**src/rtl/aomc_pkg.sv**
```systemverilog
// package: constants and types shared by both ends of the mode controller
package aomc_pkg;
	// control register layout
	localparam int CTRL_W = 16;
	localparam int MODE_LSB = 2;
	localparam int MODE_MSB = 5;
	localparam logic [15:0] CTRL_RST = 16'h0000;
	localparam logic [3:0] MODE_CONT = 4'h0;
	localparam logic [3:0] MODE_SINGLE = 4'h1;
	localparam logic [3:0] MODE_STBY = 4'h2;
	localparam logic [3:0] MODE_PDOWN = 4'h3;
	localparam logic [3:0] MODE_IDLE = 4'h4;
	localparam logic [3:0] MODE_ZCAL = 4'h5;
	localparam logic [3:0] MODE_FCAL = 4'h6;
	localparam logic [3:0] MODE_RSV_LO = 4'h9;
	// data path and coefficient layout
	localparam int DATA_W = 24;
	localparam logic [23:0] DATA_RST = 24'h000000;
	localparam logic [23:0] OFFS_RST = 24'h800000;
	localparam logic [23:0] GAIN_RST = 24'h500000;
	localparam int NCH = 16;
	// filter settling period in cycles of sys_clk (shortened by parameter)
	localparam int SETTLE_CYC = 64;
	localparam int FCAL_PERIODS = 4;
	localparam int ZCAL_PERIODS = 1;
	// standby enables: reference, oscillator, power switch, bias
	localparam int STBY_REF = 0;
	localparam int STBY_OSC = 1;
	localparam int STBY_PSW = 2;
	localparam int STBY_BIAS = 3;
	// diagnostic enable bits that need the master clock
	localparam logic [7:0] DIAG_CLK_MASK = 8'h1F;
	typedef enum logic [1:0] {
		AOMC_TGT_CTRL,
		AOMC_TGT_OFFS,
		AOMC_TGT_GAIN,
		AOMC_TGT_DIAG
	} aomc_tgt_e;
endpackage

```
**src/rtl/aomc_if.sv**
```systemverilog
// interface: write/read port between host and mode controller
`timescale 1ns/1ps
`default_nettype none
interface aomc_if;
	import aomc_pkg::*;
	logic wr_stb;
	aomc_tgt_e wr_tgt;
	logic [3:0] wr_ch;
	logic [23:0] wr_data;
	logic rd_data_stb;
	logic [23:0] rd_data;
	logic rdy_b;
	modport dev (
		input wr_stb, wr_tgt, wr_ch, wr_data, rd_data_stb,
		output rd_data, rdy_b
	);
	modport host (
		output wr_stb, wr_tgt, wr_ch, wr_data, rd_data_stb,
		input rd_data, rdy_b
	);
endinterface
`default_nettype wire

```
**src/rtl/aomc_dev.sv**
```systemverilog
// device end: operating mode sequencer with coefficient storage
`timescale 1ns/1ps
`default_nettype none
// Functional notes
// RULE_01 - mode field bits 5:2, reset continuous
// RULE_02 - codes 1001 to 1111 do nothing
// RULE_03 - single mode runs one full-settle conversion
// RULE_04 - single done: store, ready low, standby
// RULE_05 - hold result and ready until read
// RULE_06 - data read returns ready high
// RULE_07 - standby powers down, keeps registers
// RULE_08 - standby: four supply enables host-controlled
// RULE_09 - standby keeps diagnostics, accepts changes
// RULE_10 - clock diagnostics dead if enabled in standby
// RULE_11 - power-down clears everything; the control register keeps its contents
// RULE_12 - host rewrites registers after power-down
// RULE_13 - idle holds filter, clocks keep running
// RULE_14 - zero cal: short input, ready high then low
// RULE_15 - zero cal one period, store offset, idle
// RULE_16 - host enables one channel for zero cal
// RULE_17 - full cal: store gain, ready low, idle
// RULE_18 - full cal takes four settle periods
// RULE_19 - host avoids full cal at unity gain
// RULE_20 - host avoids full cal in full power
// RULE_21 - host runs full cal before zero cal
// RULE_22 - host resets offset before full cal
// RULE_23 - host recalibrates after gain change
// RULE_24 - new mode acts once write completes
module aomc_dev #(
	parameter int SETTLE = aomc_pkg::SETTLE_CYC
) (
	input wire logic sys_clk,
	input wire logic rst_b,
	aomc_if.dev bus,
	input wire logic [3:0] sel_ch,
	input wire logic [23:0] conv_in,
	input wire logic conv_valid,
	input wire logic [3:0] stby_en,
	output logic [3:0] mode,
	output logic mod_run,
	output logic filt_rst,
	output logic in_short,
	output logic in_fullscale,
	output logic regs_on,
	output logic [3:0] supply_en,
	output logic [7:0] diag_active,
	output logic [23:0] offs_sel,
	output logic [23:0] gain_sel
);
	import aomc_pkg::*;

	typedef enum logic [2:0] {
		S_RUN, S_SINGLE, S_STBY, S_PDOWN, S_IDLE, S_ZCAL, S_FCAL
	} aomc_st_e;

	localparam int CNT_W = $clog2(SETTLE * FCAL_PERIODS + 1);

	// ----------------------------------------------------------------
	// state
	// ----------------------------------------------------------------
	aomc_st_e st_q, st_d;
	logic [15:0] ctrl_q, ctrl_d;
	logic [CNT_W-1:0] cnt_q, cnt_d;
	logic [23:0] data_q, data_d;
	logic rdy_b_q, rdy_b_d;
	logic [7:0] diag_q, diag_d;
	logic [7:0] diag_ok_q, diag_ok_d;
	logic [3:0] cal_ch_q, cal_ch_d;
	logic [23:0] offs_q [NCH];
	logic [23:0] gain_q [NCH];
	logic offs_we, gain_we;
	logic [3:0] coef_ch;
	logic [23:0] coef_val;

	function automatic logic [CNT_W-1:0] periods(input int n);
		periods = CNT_W'(SETTLE * n);
	endfunction

	function automatic aomc_st_e mode_state(input logic [3:0] m);
		unique case (m)
			MODE_CONT: mode_state = S_RUN;
			MODE_SINGLE: mode_state = S_SINGLE;
			MODE_STBY: mode_state = S_STBY;
			MODE_PDOWN: mode_state = S_PDOWN;
			MODE_IDLE: mode_state = S_IDLE;
			MODE_ZCAL: mode_state = S_ZCAL;
			MODE_FCAL: mode_state = S_FCAL;
			default: mode_state = S_IDLE;
		endcase
	endfunction

	wire logic ctrl_wr = bus.wr_stb && bus.wr_tgt == AOMC_TGT_CTRL;
	wire logic [3:0] new_mode = bus.wr_data[MODE_MSB:MODE_LSB];
	wire logic rsv = new_mode >= MODE_RSV_LO;

	// ----------------------------------------------------------------
	// mode sequencer
	// ----------------------------------------------------------------
	always_comb begin
		st_d = st_q;
		ctrl_d = ctrl_q;
		cnt_d = cnt_q;
		data_d = data_q;
		rdy_b_d = rdy_b_q;
		diag_d = diag_q;
		diag_ok_d = diag_ok_q;
		cal_ch_d = cal_ch_q;
		offs_we = 1'b0;
		gain_we = 1'b0;
		coef_ch = cal_ch_q;
		coef_val = conv_in;
		if (bus.rd_data_stb) begin
			rdy_b_d = 1'b1; // [RULE_06]
		end
		unique case (st_q)
			S_RUN: begin
				if (conv_valid) begin
					data_d = conv_in;
					rdy_b_d = 1'b0;
				end
			end
			S_SINGLE: begin
				if (cnt_q != '0) begin
					cnt_d = cnt_q - 1'b1; // [RULE_03]
				end else if (conv_valid) begin
					data_d = conv_in; // [RULE_04]
					rdy_b_d = 1'b0; // [RULE_05]
					st_d = S_STBY;
					ctrl_d[MODE_MSB:MODE_LSB] = MODE_STBY;
				end
			end
			S_ZCAL, S_FCAL: begin
				if (cnt_q != '0) begin
					cnt_d = cnt_q - 1'b1; // [RULE_18]
				end else if (conv_valid) begin
					offs_we = st_q == S_ZCAL; // [RULE_15]
					gain_we = st_q == S_FCAL; // [RULE_17]
					rdy_b_d = 1'b0; // [RULE_14]
					st_d = S_IDLE;
					ctrl_d[MODE_MSB:MODE_LSB] = MODE_IDLE;
				end
			end
			S_STBY, S_IDLE, S_PDOWN: begin
			end
		endcase
		if (bus.wr_stb && bus.wr_tgt == AOMC_TGT_DIAG) begin
			diag_d = bus.wr_data[7:0]; // [RULE_09]
			// clock diagnostics only arm outside standby
			diag_ok_d = (st_q == S_STBY) ?
				(diag_ok_q & bus.wr_data[7:0]) : bus.wr_data[7:0]; // [RULE_10]
		end
		if (ctrl_wr && !rsv) begin
			ctrl_d = bus.wr_data[15:0]; // [RULE_01]
			// a mode write drops a result landing in the same cycle
			data_d = data_q; // [RULE_24]
			rdy_b_d = rdy_b_q || bus.rd_data_stb;
			offs_we = 1'b0;
			gain_we = 1'b0;
			st_d = mode_state(new_mode); // [RULE_24]
			cal_ch_d = sel_ch;
			unique case (new_mode)
				MODE_SINGLE: cnt_d = periods(1);
				MODE_ZCAL: begin
					cnt_d = periods(ZCAL_PERIODS);
					rdy_b_d = 1'b1; // [RULE_14]
				end
				MODE_FCAL: begin
					cnt_d = periods(FCAL_PERIODS); // [RULE_18]
					rdy_b_d = 1'b1; // [RULE_17]
				end
				default: cnt_d = '0;
			endcase
		end else if (ctrl_wr) begin
			// reserved code: other fields taken, mode unchanged
			ctrl_d = {bus.wr_data[15:6], ctrl_q[5:2], bus.wr_data[1:0]};
		end // [RULE_02]
		if (st_q == S_PDOWN && !(ctrl_wr && !rsv)) begin
			data_d = DATA_RST; // [RULE_11]
			rdy_b_d = 1'b1;
			diag_d = '0;
			diag_ok_d = '0;
		end
	end

	always_ff @(posedge sys_clk) begin
		if (!rst_b) begin
			st_q <= S_RUN;
			ctrl_q <= CTRL_RST;
			cnt_q <= '0;
			data_q <= DATA_RST;
			rdy_b_q <= 1'b1;
			diag_q <= '0;
			diag_ok_q <= '0;
			cal_ch_q <= '0;
		end else begin
			st_q <= st_d;
			ctrl_q <= ctrl_d;
			cnt_q <= cnt_d;
			data_q <= data_d;
			rdy_b_q <= rdy_b_d;
			diag_q <= diag_d;
			diag_ok_q <= diag_ok_d;
			cal_ch_q <= cal_ch_d;
		end
	end

	// ----------------------------------------------------------------
	// coefficient storage
	// ----------------------------------------------------------------
	wire logic pd_clr = st_q == S_PDOWN;
	always_ff @(posedge sys_clk) begin
		for (int i = 0; i < NCH; i++) begin
			if (!rst_b || pd_clr) begin
				offs_q[i] <= OFFS_RST; // [RULE_11]
				gain_q[i] <= GAIN_RST;
			end else begin
				if ((offs_we && coef_ch == 4'(i)) ||
					(bus.wr_stb && bus.wr_tgt == AOMC_TGT_OFFS &&
					bus.wr_ch == 4'(i))) begin
					offs_q[i] <= offs_we ? coef_val : bus.wr_data;
				end
				if ((gain_we && coef_ch == 4'(i)) ||
					(bus.wr_stb && bus.wr_tgt == AOMC_TGT_GAIN &&
					bus.wr_ch == 4'(i))) begin
					gain_q[i] <= gain_we ? coef_val : bus.wr_data;
				end
			end
		end
	end

	// ----------------------------------------------------------------
	// outputs
	// ----------------------------------------------------------------
	assign bus.rd_data = data_q;
	assign bus.rdy_b = rdy_b_q;
	assign mode = ctrl_q[MODE_MSB:MODE_LSB];
	assign mod_run = !(st_q inside {S_STBY, S_PDOWN}); // [RULE_13]
	assign filt_rst = st_q inside {S_IDLE, S_STBY, S_PDOWN}; // [RULE_13]
	assign in_short = st_q == S_ZCAL; // [RULE_14]
	assign in_fullscale = st_q == S_FCAL; // [RULE_17]
	assign regs_on = st_q != S_PDOWN; // [RULE_07]
	assign supply_en = (st_q == S_STBY) ? stby_en : // [RULE_08]
		((st_q == S_PDOWN) ? 4'h0 : 4'hF);
	assign diag_active = (st_q == S_PDOWN) ? 8'h00 :
		(diag_q & (diag_ok_q | ~DIAG_CLK_MASK)); // [RULE_10]
	assign offs_sel = offs_q[sel_ch];
	assign gain_sel = gain_q[sel_ch];
endmodule
`default_nettype wire

```
**src/flat_wrapper.sv**
```systemverilog
// flat-port wrapper written by rule: the top's interface ports become plain ports
module aomc_dev_flat import aomc_pkg::*;
#(
	parameter int SETTLE = aomc_pkg::SETTLE_CYC
)
  (sys_clk, rst_b, sel_ch, conv_in, conv_valid, stby_en, mode, mod_run, filt_rst, in_short, in_fullscale, regs_on, supply_en, diag_active, offs_sel, gain_sel, bus_wr_stb, bus_wr_tgt, bus_wr_ch, bus_wr_data, bus_rd_data_stb, bus_rd_data, bus_rdy_b);
  aomc_if bus_i ();
  input wire logic sys_clk;
  input wire logic rst_b;
  input wire logic [3:0] sel_ch;
  input wire logic [23:0] conv_in;
  input wire logic conv_valid;
  input wire logic [3:0] stby_en;
  output logic [3:0] mode;
  output logic mod_run;
  output logic filt_rst;
  output logic in_short;
  output logic in_fullscale;
  output logic regs_on;
  output logic [3:0] supply_en;
  output logic [7:0] diag_active;
  output logic [23:0] offs_sel;
  output logic [23:0] gain_sel;
  input wire logic [$bits(bus_i.wr_stb)-1:0] bus_wr_stb;
  input wire logic [$bits(bus_i.wr_tgt)-1:0] bus_wr_tgt;
  input wire logic [$bits(bus_i.wr_ch)-1:0] bus_wr_ch;
  input wire logic [$bits(bus_i.wr_data)-1:0] bus_wr_data;
  input wire logic [$bits(bus_i.rd_data_stb)-1:0] bus_rd_data_stb;
  output wire logic [$bits(bus_i.rd_data)-1:0] bus_rd_data;
  output wire logic [$bits(bus_i.rdy_b)-1:0] bus_rdy_b;
  assign bus_i.wr_stb = bus_wr_stb;
  assign bus_i.wr_tgt = bus_wr_tgt;
  assign bus_i.wr_ch = bus_wr_ch;
  assign bus_i.wr_data = bus_wr_data;
  assign bus_i.rd_data_stb = bus_rd_data_stb;
  assign bus_rd_data = bus_i.rd_data;
  assign bus_rdy_b = bus_i.rdy_b;
  aomc_dev #(.SETTLE(SETTLE)) u_core (.sys_clk(sys_clk), .rst_b(rst_b), .bus(bus_i), .sel_ch(sel_ch), .conv_in(conv_in), .conv_valid(conv_valid), .stby_en(stby_en), .mode(mode), .mod_run(mod_run), .filt_rst(filt_rst), .in_short(in_short), .in_fullscale(in_fullscale), .regs_on(regs_on), .supply_en(supply_en), .diag_active(diag_active), .offs_sel(offs_sel), .gain_sel(gain_sel));
endmodule
```
**config.mk**
```make
export PLATFORM = sky130hd
export DESIGN_NAME = aomc_dev_flat
export DESIGN_NICKNAME = d
export VERILOG_FILES = /design/src/rtl/aomc_pkg.sv /design/src/rtl/aomc_if.sv /design/src/rtl/aomc_dev.sv /design/src/flat_wrapper.sv
export SDC_FILE = /design/constraint.sdc
export NUM_CORES = 1
export LEC_CHECK = 0
export ABC_CLOCK_PERIOD_IN_PS = 7900
export BUFFER_PORTS_ARGS = -buffer_cell sky130_fd_sc_hd__buf_4
export CELL_PAD_IN_SITES_DETAIL_PLACEMENT = 1
export CELL_PAD_IN_SITES_GLOBAL_PLACEMENT = 2
export CORE_MARGIN = 2
export CORE_UTILIZATION = 47
export DETAILED_ROUTE_END_ITERATION = 12
export PLACE_DENSITY = 0.93
export REMOVE_ABC_BUFFERS = 1
export SYNTH_ARGS = -nofsm -noshare
export SYNTH_HDL_FRONTEND = slang
export SYNTH_SLANG_ARGS = --single-unit
export TNS_END_PERCENT = 50
```
**constraint.sdc**
```tcl
create_clock -name sys_clk -period 7.9 [get_ports sys_clk]
set_input_delay 0.79 -clock sys_clk [delete_from_list [all_inputs] [get_ports sys_clk]]
set_output_delay 0.79 -clock sys_clk [all_outputs]
set_load 0.1 [all_outputs]
```
# --- Word-level counts from Yosys, hierarchy flattened ---
# Memory sizes are Yosys's and may differ from the RTL's.
# Index checks and enable logic that the tools add are counted.
classes:
  add_sub_neg: 1
  order_cmp: 1
  n_eq_ne: 51
  muxes: 171
  bitwise: 36
  n_reduce_logical: 129
op_table:
  columns: ["op", "n"]
  rows:
  - ["two-way mux 24 bit", 36]
  - ["two-way mux 1 bit", 111]
  - ["logical AND 1 bit", 70]
  - ["equality test 4 bit, second input constant", 16]
  - ["case mux 24 bit (2 select lines)", 1]
  - ["equality test 4 x 3 -> 1 bit, second input constant", 10]
  - ["logical OR 1 bit", 34]
  - ["bitwise OR 1 bit", 32]
  - ["two-way mux 9 bit", 3]
  - ["equality test 4 x 2 -> 1 bit, second input constant", 6]
  - ["two-way mux 4 bit", 6]
  - ["case mux 3 bit (6 select lines)", 1]
  - ["case mux 9 bit (2 select lines)", 1]
  - ["bitwise AND 8 bit", 2]
  - ["two-way mux 8 bit", 2]
  - ["two-way mux 3 bit", 5]
  - ["equality test 4 x 1 -> 1 bit, second input constant", 3]
  - ["zero test 4 bit", 3]
  - ["two-way mux 6 bit", 2]
  - ["equality test 3 bit, second input constant", 3]
  - ["inequality test 3 x 2 -> 1 bit, second input constant", 3]
  - ["nonzero test 9 bit", 1]
  - ["subtractor 9 x 1 -> 9 bit, second input constant", 1]
  - ["case mux 4 bit (2 select lines)", 1]
  - ["other kinds (21)", 36]
word_totals:
  regBits: 61
  mem_bits_rw: 768
  output_inout_bits: 94
  elab_cells: 399
  n_memories: 2
mem_list:
  columns: ["name", "depth", "width", "read_ports", "rd_ports_with_merged_regs", "wr", "line_no", "rtl"]
  rows:
  - ["u_core.gain_q", 16, 24, 1, 0, 16, "aomc_dev.sv:70", "logic [23:0] gain_q [NCH];"]
  - ["u_core.offs_q", 16, 24, 1, 0, 16, "aomc_dev.sv:69", "logic [23:0] offs_q [NCH];"]

# --- Logic depth before layout (Yosys ltp) ---
depth:
  depth_word: 11
  mapped_depth: 10
  mapped_depth_nobuf: 6

# --- Worst setup path before layout ---
# No wires, ideal clock.
synth_path:
  kind: "input -> output"
  startpoint: "input port sel_ch[0]"
  endpoint: "output port offs_sel[14]"
  arrival_time_ns: 2.943
  t_required_ns: 7.110
  setup_slack_ns: 4.167
  stages: 5
  n_path_buf: 3
  cell_sequence: "clkbuf_1 > buf_2 > buf_1 > mux4_2 > mux4_2"
synth_between:
  elab_chain_cells: 1
synth_lines:
  columns: ["element", "line_no", "rtl"]
  rows:
  - ["start, declared", "flat_wrapper.sv:10", "input wire logic [3:0] sel_ch;"]
  - ["memory (16 x 24 bit)", null, null]
  - ["end, declared", "flat_wrapper.sv:22", "output logic [23:0] offs_sel;"]
# No other way between the ends.

==> qor.yml <==
core_sq_mm: 0.0970
clk_pin_slew_ps: 60
muxShareOfSynthArea_pct: 11.8
cts_tree: "built"
synth_edf_count: 768
slew_headroom_pct: -1.21
yosysWarnings: 0
viasPerCell: 8.08
syn_inst: 3793
slowest_stage: "o211ai_1"
drt_iter0_drc: 6576
via_count: 39500
multi_input_area_sq_mm: 0.0195
rsz0062_at_grt: "false"
syn_to_final_growth_pct: 10.5
dp_cells: 4730
wl_per_cell_um: 37.9
violations: "slew limit"
max_slew.worst_pin.slew_ps: 1520
synth_area_sq_mm: 0.0461
cts_resized: 0
synth_flop_cell: "edfxtp_1"
setup_viol: 0
timing.max_cap.violations: 0
grt_max_degree: 267
synth_seq_area_share_pct: 52.5
placed_area_sq_mm: 0.0480
crit_arrival_ps: 5070
track_usage_pct: 36.2
worst_slack_ps: 3160
final_cell_area_sq_mm: 0.0509
fin_crit_ps: 4740
die_h_um: 317
finalMaxSlewViolations: 28
pre_cts_slack_ps: 3070
final.setup_skew_ps: 19.9
crit_chain: "nor2b_1 > nand2_1 > buf_4 > inv_8 > nand2_1 > o211ai_1 > buf_4"
clk_path_buf_depth: 3
cts_sinks: 826
hold_viol_final: 0
firstDrtPassIters: 8
antenna_cells: 0
fp-row-count: 114
synth_most_common_cell: "edfxtp_1"
num_io_pins: 161
finalPower_mw: 10.7
leakage_nw: 15.8
synth_top_area_share_pct: 50.0
dieWidth_um: 317
cts_root_buf: "clkbuf_16"
post_cts_buffers: 0
dp_hpwl_um: 98600
worst_setup_path_end_kind: "flop"
antenna_found_initial: 1
hold_buffers: 0
ys_ff_latch: 826
synth-simple-area-share_pct: 13.6
drt-total-wl_um: 186000
synthArstFlopShare_pct: 0
peakVddDrop_uv: 166
instances_no_fill: 4894
critPathKind: "reg -> reg"
power_density_mw_per_mm2: 209
die_area_sq_mm: 0.101
fill_cells: 9592
clock_latency_ps: 680
synth_top_family_by_area: "compound AO/OA/AOI/OAI gates"
grt_pass1_vias: 40300
period_share_pct: 60.0
numCtsBuffers: 89
synth-xor-area-share_pct: 0.0950
crit_fanout: 115
drive_gt1_share_pct: 21.4
gp_congestion: 0.840
synth_top_cell_by_area: "edfxtp_1"
yosysUniqueCellTypes: 60
synthTopCellsByCount: "edfxtp_1 (768), o31ai_1 (727), nand4_1 (722)"
cp-start-kind: "flop"
seqCellArea_sq_mm: 0.0242
required_ps: 8230
antenna_left: 0
crit_family: "simple AND/OR/NAND/NOR gates"
outcome: "finished with violations"
globalRoute.totalOverflow: 0
netlist_top_cells_area: "edfxtp_1 (50%), o31ai_1 (12%), mux4_2 (12%), nand4_1 (9.8%), clkbuf_1 (3.6%)"
fmax_ghz: 0.211
hold_path_class: "in -> reg"
htreeDepth: 3
tns_ps: 0
initial_utilization_pct: 47.5
synth_adder_area_share_pct: 0.0271
critPathBufInv: 3
nets: 3613
cp_slowest_stage_delay_ps: 1120
drc: 0
avgSynthCellArea_sq_um: 12.2
synth-compound-area-share_pct: 15.7
port_buffers: 160
grt_pass1_wl_um: 271000
-- sequential cells by signal, indices dropped and copies added (netlist names), 4 cells and up --
| signal | count |
|---|---|
| u_core.cnt_q | 9 |
| u_core.diag_q | 8 |
| u_core.gain_q | 384 |
| u_core.offs_q | 384 |
| u_core.ctrl_q | 4 |
| u_core.bus.rd_data | 24 |
| u_core.diag_ok_q | 5 |
| u_core.cal_ch_q | 4 |
-- final timing paths --
path / endpoint / from / depth (start not counted) / slack (ps)
max: u_core.offs_q[6][0]$_SDFFCE_PN0P_ / u_core.st_q[0]$_SDFFE_PN0P_ / 7 / 3160
min: u_core.bus.rd_data[1]$_SDFFE_PP0P_ / conv_in[1] / 3 / 380
max reg2reg: u_core.offs_q[6][0]$_SDFFCE_PN0P_ / u_core.st_q[0]$_SDFFE_PN0P_ / 7 / 3160
min reg2reg: u_core.diag_q[6]$_SDFFE_PP0P_ / u_core.diag_q[6]$_SDFFE_PP0P_ / 2 / 460
-- worst register-to-register path: cells and delay by family, from the launching register on --
kind                   cells  cell delay [ps]
flip-flops                 1              710
AO/OA/AOI/OAI              1             1120
AND/OR/NAND/NOR            3             1300
buffers and inverters      3             1250
-- cells by family after synthesis --
family | Yosys count
AO/OA/AOI/OAI | 1008
XOR/XNOR | 5
adder cells (fa/ha/maj) | 1
buffers and inverters | 691
flip-flops | 826
multiplexers | 242
AND/OR/NAND/NOR | 1020
-- power by group --
part	internal [mW]	total [mW]	switching [mW]	leakage [nW]
Sequential	4.90	4.95	0.0521	8.54
Clock	2.42	4.33	1.91	1.41
Combinational	0.316	1.39	1.07	5.82
-- placed cells by master (no fill, tap or decap), drive strengths merged, types with 6 or more instances in the layout --
| cell | instances |
|---|---|
| edfxtp | 768 |
| o31ai | 729 |
| nand4 | 722 |
| buf | 339 |
| mux4 | 240 |
| clkbuf | 109 |
| a21oi | 73 |
| nand2 | 71 |
| o21ai | 66 |
| o211ai | 61 |
| dfxtp | 58 |
| nand3 | 54 |
| clkinv | 37 |
| and3 | 31 |
| a211oi | 30 |
| nor4b | 29 |
| nor3 | 23 |
| nor2 | 20 |
| a31oi | 16 |
| inv | 16 |
| a2111oi | 12 |
| and4 | 9 |
| bufinv | 8 |
| nor2b | 7 |
| clkinvlp | 7 |
| and2 | 6 |
| or4bb | 6 |
-- layout make-up --
type                    instances  area share [%]
multi-input cells            2276            38.3
clock buffers                 109            4.68
well taps                    1276            3.13
flip-flops and latches        826            47.5
inverters                      13           0.125
clock inverters                55            1.04
repair buffers                339            5.17
-- metrics by stage --
stage / util (%) / hold slack (ps)
3_3_place_gp: 49.5 / 439
6_report: 52.5 / 383
4_1_cts: 52.5 / 365
5_1_grt: 52.5 / 392
2_1_floorplan: - / 432
3_5_place_dp: 49.5 / 448
-- per-layer routing --
layer	up-vias	routed length [um]	part of all wire (%)	global-route usage (%)
li1	15500	-	-	-
met1	19700	64500	35	46.7
met2	3498	83500	45	54.9
met3	783	25900	14	10.5
met4	5	11500	6.2	20.6
met5	-	91	0.049	0.568
Power figures use the tool's default switching activity.
